[config.mk]
export PLATFORM = sky130hd
export DESIGN_NAME = message_framer
export DESIGN_NICKNAME = d
export VERILOG_FILES = /design/src/hw/framer_pkg.sv /design/src/hw/message_framer.sv
export SDC_FILE = /design/constraint.sdc
export NUM_CORES = 1
export LEC_CHECK = 0
export BUFFER_PORTS_ARGS = -buffer_cell sky130_fd_sc_hd__buf_2
export CAP_MARGIN = 20
export CORE_AREA = 2 2 331 333
export CTS_BUF_LIST = sky130_fd_sc_hd__clkbuf_8
export DETAILED_ROUTE_END_ITERATION = 16
export DIE_AREA = 0 0 333 335
export GPL_TIMING_DRIVEN = 0
export HOLD_SLACK_MARGIN = 0.06
export SETUP_SLACK_MARGIN = 0.2
export SLEW_MARGIN = 5
export SYNTH_ARGS = -nofsm -noshare
export SYNTH_HDL_FRONTEND = slang
export SYNTH_SLANG_ARGS = --single-unit
export TNS_END_PERCENT = 10
[constraint.sdc]
create_clock -name clk -period 6.1 [get_ports clk]
set_clock_uncertainty 0.15 [all_clocks]
set_input_delay 0 -clock clk [delete_from_list [all_inputs] [get_ports clk]]
set_output_delay 0 -clock clk [all_outputs]
set_load 0.005 [all_outputs]
[src/hw/framer_pkg.sv]
// Shared constants and types for the message framer
package framer_pkg;
  localparam int ALT_N = 15;
  localparam int ALT_W = 4;
  localparam int WORD_W = 16;
  localparam int ADDR_W = 16;
  localparam int CNT_W = 8;
  localparam logic [7:0] CRC_POLY = 8'h07;
  localparam logic [7:0] CHK_INIT = 8'h00;
  localparam logic [15:0] OPERAND_SKIP = 16'h0001;
  localparam logic [7:0] BYTE_ZERO = 8'h00;
  typedef enum logic [1:0] {CHK_SUM = 2'b00, CHK_LRC = 2'b01, CHK_CRC = 2'b10} check_t;
  typedef enum logic [1:0] {FLD_CONST = 2'b00, FLD_WILD = 2'b01, FLD_WRITE = 2'b10} field_mode_t;
  typedef enum logic [1:0] {REF_OPERAND = 2'b00, REF_LINK = 2'b01, REF_DIRECT = 2'b10} ref_t;
  typedef enum logic [1:0] {PROC_END = 2'b00, PROC_GOTO = 2'b01, PROC_NEXT = 2'b10, PROC_ABORT = 2'b11} proc_t;
  typedef enum logic [3:0] {
    TX_IDLE = 4'b0000, TX_HDR = 4'b0001, TX_ADR = 4'b0010, TX_LEN = 4'b0011, TX_RD = 4'b0100,
    TX_RW1 = 4'b0101, TX_RW2 = 4'b0110, TX_DHI = 4'b0111, TX_DLO = 4'b1000, TX_CHK = 4'b1001,
    TX_TRM = 4'b1010
  } tx_state_t;
  typedef enum logic [2:0] {
    RX_HDR = 3'b000, RX_ADR = 3'b001, RX_LEN = 3'b010, RX_DAT = 3'b011, RX_CHK = 3'b100, RX_TRM = 3'b101
  } rx_state_t;
endpackage : framer_pkg

[src/hw/message_framer.sv]
// Transmit framer and template-matching receive deframer
`timescale 1ns/1ps
`default_nettype none
// Function
// - Six fields: header, address, length, data, check, terminator
// - Length field filled with data byte count
// - Per-message SUM, LRC or CRC appended
// - Verify check code, take stated data length
// - Constant control characters in header, address, data and terminator
// - Wildcard address accepts any destination
// - Wildcard data accepts any content
// - Write-word address accepts and stores message
// - Write-word data accepts and stores message
// - Storage base is the third call operand
// - Operand read starts after second operand
// - Read from link area word plus offset
// - Read from direct word plus offset
// - Repeat index advances by one per repeat
// - First-order index expressions as word offsets
// - Up to 15 alternatives, matched one's processing
module message_framer (
  input wire logic clk,
  input wire logic resetn,
  input wire logic step_start,
  input wire logic step_repeat,
  input wire logic tx_start,
  input wire logic [7:0] tx_header,
  input wire logic [7:0] tx_addr_const,
  input wire logic [7:0] tx_addr_coef,
  input wire logic [6:0] tx_word_count,
  input wire framer_pkg::ref_t tx_ref,
  input wire logic [15:0] second_operand,
  input wire logic [15:0] third_operand,
  input wire logic [15:0] link_word,
  input wire logic [15:0] direct_word,
  input wire logic [15:0] offset_coef,
  input wire logic [15:0] offset_const,
  input wire framer_pkg::check_t tx_check,
  input wire logic [7:0] tx_terminator,
  output logic tx_valid,
  output logic [7:0] tx_byte,
  input wire logic tx_ready,
  output logic tx_done,
  output logic exec_busy,
  output logic [15:0] mem_addr,
  output logic mem_rd,
  output logic mem_we,
  output logic [15:0] mem_wdata,
  input wire logic [15:0] mem_rdata,
  input wire logic rx_valid,
  input wire logic [7:0] rx_byte,
  input wire framer_pkg::check_t rx_check,
  input wire logic [14:0] alt_enable,
  input wire logic [119:0] alt_header,
  input wire logic [119:0] alt_addr,
  input wire logic [29:0] alt_addr_mode,
  input wire logic [29:0] alt_data_mode,
  input wire logic [119:0] alt_data_const,
  input wire logic [119:0] alt_terminator,
  input wire logic [29:0] alt_next_proc,
  input wire logic [29:0] alt_err_proc,
  output logic rx_done,
  output logic rx_error,
  output logic [3:0] rx_alt,
  output logic [1:0] rx_next_proc,
  output logic [1:0] rx_err_proc,
  output logic [7:0] rx_len,
  output logic [7:0] repeat_index
);
  import framer_pkg::*;

  function automatic logic [7:0] chk_step(input check_t m, input logic [7:0] acc, input logic [7:0] b);
    logic [7:0] c;
    c = acc ^ b;
    unique case (m)
      CHK_SUM: c = acc + b;
      CHK_LRC: c = acc ^ b;
      default: begin
        for (int i = 0; i < 8; i++) begin
          c = c[7] ? ((c << 1) ^ CRC_POLY) : (c << 1);
        end
      end
    endcase
    return c;
  endfunction : chk_step

  logic rst_stage, rst_n;
  tx_state_t tx_state;
  rx_state_t rx_state;
  logic [6:0] tx_left;
  logic [15:0] tx_word, tx_ptr, rx_widx, rx_wword, rx_waddr, word_off, rd_base;
  logic [7:0] tx_acc, rx_acc, rx_left, rx_hi, tx_cur;
  logic [14:0] alive, next_alive;
  logic rx_store, rx_hi_held, rx_wpend, any_alive;
  logic [3:0] first_alive;

  always_ff @(posedge clk or negedge resetn) begin
    if (!resetn) begin
      {rst_stage, rst_n} <= 2'b00;
    end else begin
      {rst_stage, rst_n} <= {1'b1, rst_stage};
    end
  end
  // Repeat index
  always_ff @(posedge clk or negedge rst_n) begin
    if (!rst_n) begin
      repeat_index <= 8'h00;
    end else if (step_start) begin
      repeat_index <= 8'h00;
    end else if (step_repeat) begin
      repeat_index <= repeat_index + 8'h01;
    end
  end

  // Word address resolution
  always_comb begin
    word_off = 16'(offset_coef * {8'h00, repeat_index}) + offset_const;
    unique case (tx_ref)
      REF_OPERAND: rd_base = second_operand + OPERAND_SKIP;
      REF_LINK: rd_base = link_word;
      default: rd_base = direct_word;
    endcase
  end

  always_comb begin
    unique case (tx_state)
      TX_HDR: tx_cur = tx_header;
      TX_ADR: tx_cur = 8'(tx_addr_const + tx_addr_coef * repeat_index);
      TX_LEN: tx_cur = {tx_word_count, 1'b0};
      TX_DHI: tx_cur = tx_word[15:8];
      TX_DLO: tx_cur = tx_word[7:0];
      TX_CHK: tx_cur = tx_acc;
      default: tx_cur = tx_terminator;
    endcase
  end

  // Transmit framer
  always_ff @(posedge clk or negedge rst_n) begin
    if (!rst_n) begin
      tx_state <= TX_IDLE;
      {tx_valid, tx_done} <= 2'b00;
      tx_byte <= 8'h00;
      tx_left <= 7'h00;
      {tx_word, tx_ptr} <= 32'h00000000;
      tx_acc <= CHK_INIT;
    end else begin
      tx_done <= 1'b0;
      unique case (tx_state)
        TX_IDLE: begin
          if (tx_start && !exec_busy) begin
            tx_state <= TX_HDR;
            tx_acc <= CHK_INIT;
            tx_left <= tx_word_count;
            tx_ptr <= rd_base + word_off;
          end
        end
        TX_RD: begin
          if (!rx_wpend) begin
            tx_state <= TX_RW1;
          end
        end
        TX_RW1: tx_state <= TX_RW2;
        TX_RW2: begin
          tx_word <= mem_rdata;
          tx_ptr <= tx_ptr + 16'h0001;
          tx_left <= tx_left - 7'h01;
          tx_state <= TX_DHI;
        end
        default: begin
          if (!tx_valid) begin
            tx_valid <= 1'b1;
            tx_byte <= tx_cur;
          end else if (tx_ready) begin
            tx_valid <= 1'b0;
            if (tx_state != TX_HDR && tx_state != TX_CHK && tx_state != TX_TRM) begin
              tx_acc <= chk_step(tx_check, tx_acc, tx_byte);
            end
            unique case (tx_state)
              TX_HDR: tx_state <= TX_ADR;
              TX_ADR: tx_state <= TX_LEN;
              TX_LEN: tx_state <= (tx_left == 7'h00) ? TX_CHK : TX_RD;
              TX_DHI: tx_state <= TX_DLO;
              TX_DLO: tx_state <= (tx_left == 7'h00) ? TX_CHK : TX_RD;
              TX_CHK: tx_state <= TX_TRM;
              default: begin
                tx_state <= TX_IDLE;
                tx_done <= 1'b1;
              end
            endcase
          end
        end
      endcase
    end
  end

  // Template comparison for the current byte
  always_comb begin
    next_alive = alive;
    for (int a = 0; a < ALT_N; a++) begin
      unique case (rx_state)
        RX_HDR: next_alive[a] = alt_enable[a] && (rx_byte == alt_header[a*8 +: 8]);
        RX_ADR: begin
          if (alt_addr_mode[a*2 +: 2] == FLD_CONST && rx_byte != alt_addr[a*8 +: 8]) begin
            next_alive[a] = 1'b0;
          end
        end
        RX_DAT: begin
          if (alt_data_mode[a*2 +: 2] == FLD_CONST && rx_byte != alt_data_const[a*8 +: 8]) begin
            next_alive[a] = 1'b0;
          end
        end
        RX_TRM: begin
          if (rx_byte != alt_terminator[a*8 +: 8]) begin
            next_alive[a] = 1'b0;
          end
        end
        default: next_alive[a] = alive[a];
      endcase
    end
    first_alive = 4'h0;
    any_alive = 1'b0;
    for (int a = ALT_N - 1; a >= 0; a--) begin
      if (next_alive[a]) begin
        first_alive = 4'(a);
        any_alive = 1'b1;
      end
    end
  end

  // Receive deframer
  always_ff @(posedge clk or negedge rst_n) begin
    if (!rst_n) begin
      rx_state <= RX_HDR;
      alive <= 15'h0000;
      rx_acc <= CHK_INIT;
      {rx_left, rx_len, rx_hi} <= 24'h000000;
      {rx_store, rx_hi_held, rx_wpend, rx_done, rx_error} <= 5'h00;
      {rx_widx, rx_wword, rx_waddr} <= 48'h000000000000;
      rx_alt <= 4'h0;
      {rx_next_proc, rx_err_proc} <= 4'h0;
    end else begin
      {rx_done, rx_error, rx_wpend} <= 3'b000;
      if (rx_valid) begin
        alive <= next_alive;
        if (rx_state != RX_HDR && rx_state != RX_CHK && rx_state != RX_TRM) begin
          rx_acc <= chk_step(rx_check, rx_acc, rx_byte);
        end
        unique case (rx_state)
          RX_HDR: begin
            rx_acc <= CHK_INIT;
            {rx_store, rx_hi_held} <= 2'b00;
            rx_widx <= 16'h0000;
            if (any_alive) begin
              rx_state <= RX_ADR;
            end else begin
              rx_error <= 1'b1;
              rx_err_proc <= alt_err_proc[1:0];
            end
          end
          RX_ADR: begin
            for (int a = 0; a < ALT_N; a++) begin
              if (next_alive[a] && (alt_addr_mode[a*2 +: 2] == FLD_WRITE || alt_data_mode[a*2 +: 2] == FLD_WRITE)) begin
                rx_store <= 1'b1;
              end
            end
            rx_state <= RX_LEN;
          end
          RX_LEN: begin
            rx_len <= rx_byte;
            rx_left <= rx_byte;
            rx_state <= (rx_byte == BYTE_ZERO) ? RX_CHK : RX_DAT;
          end
          RX_DAT: begin
            rx_left <= rx_left - 8'h01;
            if (rx_store) begin
              if (rx_hi_held) begin
                rx_wpend <= 1'b1;
                rx_wword <= {rx_hi, rx_byte};
                rx_waddr <= third_operand + rx_widx;
                rx_widx <= rx_widx + 16'h0001;
              end
              rx_hi <= rx_byte;
              rx_hi_held <= !rx_hi_held;
            end
            if (rx_left == 8'h01) begin
              rx_state <= RX_CHK;
            end
          end
          RX_CHK: begin
            if (rx_byte != rx_acc) begin
              alive <= 15'h0000;
            end
            if (rx_store && rx_hi_held) begin
              rx_wpend <= 1'b1;
              rx_wword <= {rx_hi, BYTE_ZERO};
              rx_waddr <= third_operand + rx_widx;
              rx_hi_held <= 1'b0;
            end
            rx_state <= RX_TRM;
          end
          default: begin
            rx_state <= RX_HDR;
            if (any_alive) begin
              rx_done <= 1'b1;
              rx_alt <= first_alive;
              rx_next_proc <= alt_next_proc[first_alive*2 +: 2];
              rx_err_proc <= alt_err_proc[first_alive*2 +: 2];
            end else begin
              rx_error <= 1'b1;
              rx_err_proc <= alt_err_proc[1:0];
            end
          end
        endcase
      end
    end
  end
  // Shared data-area port, receive writes first
  always_ff @(posedge clk or negedge rst_n) begin
    if (!rst_n) begin
      {mem_addr, mem_wdata} <= 32'h00000000;
      {mem_rd, mem_we, exec_busy} <= 3'b000;
    end else begin
      {mem_rd, mem_we} <= 2'b00;
      exec_busy <= (tx_state != TX_IDLE) || (tx_start && !exec_busy);
      if (rx_wpend) begin
        mem_we <= 1'b1;
        mem_addr <= rx_waddr;
        mem_wdata <= rx_wword;
      end else if (tx_state == TX_RD) begin
        mem_rd <= 1'b1;
        mem_addr <= tx_ptr;
      end
    end
  end
endmodule : message_framer
`default_nettype wire

==> flow_summary.toml <==
[critical_path]
slowest_stage = "nor3_2"
arrival_ns = 6.16
crit_path_end_kind = "flop"
cp-start-kind = "flop"
crit_fanout = 10
max_stage_delay_ns = 0.81
ff2ff_path_depth = 15
path_class = "reg -> reg"
required_ns = 6.40
cp_cell_sequence = "buf_2 -> inv_1 -> nor3_2 -> clkbuf_1 -> a31oi_1 -> o211ai_1 -> a21oi_1 -> a21boi_1 -> a311oi_2 -> buf_6 -> buf_4 -> mux2i_1 -> nand2_1 -> nand3_1 -> o2111ai_1"

[clocking]
cts.htree.levels = 2
clk_latency_ns = 0.60
cts_tree = "yes"
path_clk_slew_ns = 0.07
cts_num_sinks = 217
cts_buffer_depth = 3
cts_made_buffers = 41
cts-root-buf = "clkbuf_8"

[floorplanning]
ios = 858
initial_utilization_pct = 22.0
die_width_um = 333
die-area_sq_um = 112000
num_rows = 121
die_y_um = 335
fp.coreArea_sq_um = 108000

[placement]
port_buffers = 851
dp_hpwl_um = 107000
gp_congestion = 1.00

[timing]
setup_viol = 0
hold_ws_ns = 0.0401
rsz0062_at_grt = "true"
min_period_ns = 5.86
worst_pin_slew_ns = 1.25
finalCritPeriodShare_pct = 96.0
max_freq_mhz = 171
slew_violations = 0
relSlewSlack_pct = 15.8
hold_viol = 0

[pwr]
p_sw_share_pct = 44.7
pwr-share-comb_pct = 55.6
seq_power_share_pct = 25.1
clkPwrFrac_pct = 19.3
powerDensity_nw_per_um2 = 256
power.switching_mw = 3.79
power_leakage_nw = 14.9
worst_ir_drop_vdd_uv = 157
p_int_mw = 4.68

[yosys]
postSynthAreaPerCell_sq_um = 8.53
synth_top_cell_by_area = "dfrtp_1"
synth_top_area_share_pct = 22.9
synth_area_leaders = "dfrtp_1 (23%), xnor2_1 (14%), fa_1 (9.0%), xor2_1 (8.4%), nand2_1 (5.3%)"
synth.most_common_cell = "xnor2_1"
synth_edf_count = 0
yosysUniqueCellTypes = 84
yosys.area_share.adder_pct = 14.0
ys_ff_latch = 217
synth_common_cells = "xnor2_1 (366), nand2_1 (334), xor2_1 (229)"
synthMuxAreaShare_pct = 3.84
synth_nets = 3773
synth_xor_area_share_pct = 21.9
synth_flop_cell = "dfrtp_1"
yosysWarnings = 0
synthCells = 2785
syn_area_sq_um = 23700
synth_top_family_by_area = "XOR/XNOR gates"
async_flop_share_pct = 100
yosys.area_share.simple_pct = 16.4
yosysSeqAreaShare_pct = 22.9
synth_compound_area_share_pct = 13.9

[global_routing]
grt_max_degree = 67
grt_pass1_vias = 26301
antenna_found_initial = 54
overflow = 0
track_usage_pct = 22.3
grt_pass1_wl_um = 180000

[final_layout]
drive_above_1_share_pct = 27.3
syn2layout_area_growth_pct = 39.5
final_net_count = 4894
post-route-util_pct = 30.7

[route]
via_per_inst = 4.75
wl_per_cell_um = 24.0
finalWirelength_um = 129000
route.vias.total = 25553
drt_iter0_drc = 1695
first_pass_iters = 5
drtAntennaViolNets = 0
route.detailed.drc = 0

[hold_path]
hold_class = "in -> reg"
whs_path_depth = 5

[run_status]
status = "completed"

[job]
maxCapViolCount = 0
-- layer usage --
layer	GRT usage, %	vias to the layer above	part of all wire (%)
li1	-	11737	-
met1	24.5	12283	37
met2	38.7	1205	48
met3	4.84	314	7.5
met4	14.6	14	7.7
met5	0	-	0.071
-- critical path, delay by kind of cell, from the launching register on --
kind | cells | cell delay [ns]
AO/OA/AOI/OAI | 6 | 2.20
buffers and inverters | 5 | 1.64
flip-flops | 1 | 0.33
multiplexers | 1 | 0.32
AND/OR/NAND/NOR | 3 | 1.04
-- flip-flops by register name, indices dropped and copies added, names as in the netlist, 15 cells and up --
name / cells
alive: 15
mem_wdata: 16
tx_word: 16
rx_widx: 16
rx_waddr: 16
tx_ptr: 16
rx_wword: 16
mem_addr: 16
-- cell usage in the layout (no fill, tap or decap), types with 76 or more instances in the layout --
| cell | n |
|---|---|
| a21oi_1 | 123 |
| buf_2 | 864 |
| dfrtp_1 | 216 |
| dlygate4sd3_1 | 218 |
| fa_1 | 107 |
| ha_1 | 94 |
| inv_1 | 207 |
| nand2_1 | 334 |
| nand4_1 | 76 |
| nor2_1 | 141 |
| o21ai_0 | 143 |
| xnor2_1 | 366 |
| xor2_1 | 229 |
-- power by group through the flow --
stage	Clock (mW)	Sequential, mW	Combinational, mW
2_1_floorplan	0	2.05	2.76
3_3_place_gp	0	2.15	4.34
3_5_place_dp	0	2.14	4.43
4_1_cts	1.69	2.12	4.71
5_1_grt	1.74	2.16	5.18
6_report	1.64	2.12	4.72
-- final cells by class --
type / instances / area [sq um]
fill: 11639 / 75000
multi-input combinational: 2221 / 16700
timing repair buffer: 1078 / 6570
sequential: 217 / 5430
tap: 1414 / 1770
buffer: 146 / 940
inverter: 201 / 754
clock buffer: 54 / 743
clock inverter: 17 / 176
antenna: 35 / 87.6
-- cell families after synthesis --
group | after synthesis
AND/OR/NAND/NOR | 830
other | 1
XOR/XNOR | 595
buffers and inverters | 347
AO/OA/AOI/OAI | 507
flip-flops | 217
adder cells (fa/ha/maj) | 202
multiplexers | 86
-- metrics by stage --
stage / power [mW] / instance area (sq um) / setup WS (ns) / setup TNS (ns) / std cells
6_report: 8.47 / 33100 / 0.242 / 0 / 5383
5_1_grt: 9.09 / 33100 / 0.0849 / 0 / 5369
4_1_cts: 8.51 / 33000 / 0.264 / 0 / 5348
3_5_place_dp: 6.56 / 29900 / -0.102 / -0.102 / 5059
3_3_place_gp: 6.48 / 29800 / -0.0551 / -0.0551 / 5050
2_1_floorplan: 4.81 / 23700 / 0.659 / 0 / 2785
-- final timing paths --
kind / to / startpoint / slack (ns)
setup / recovery: rx_err_proc[1] / rx_state[0] / 0.24
hold / removal: alive[0] / alt_addr_mode[0] / 0.04
setup reg to reg: rx_err_proc[1] / rx_state[0] / 0.24
hold reg to reg: rst_n / rst_stage / 0.21
max in group asynchronous: rx_wword[12] / rst_n / 4.38
min in group asynchronous: rx_widx[15] / rst_n / 0.25
-- what timing repair did --
action                                  4_1_cts  5_1_grt
endpoints found under the setup margin        4        8
pin swaps                                     0        1
gates resized for setup                       5       12
hold endpoints to repair                    117        0
setup buffers                                 0        0
hold buffers                                218        0
No activity file was read; power rests on OpenSTA's default activity.
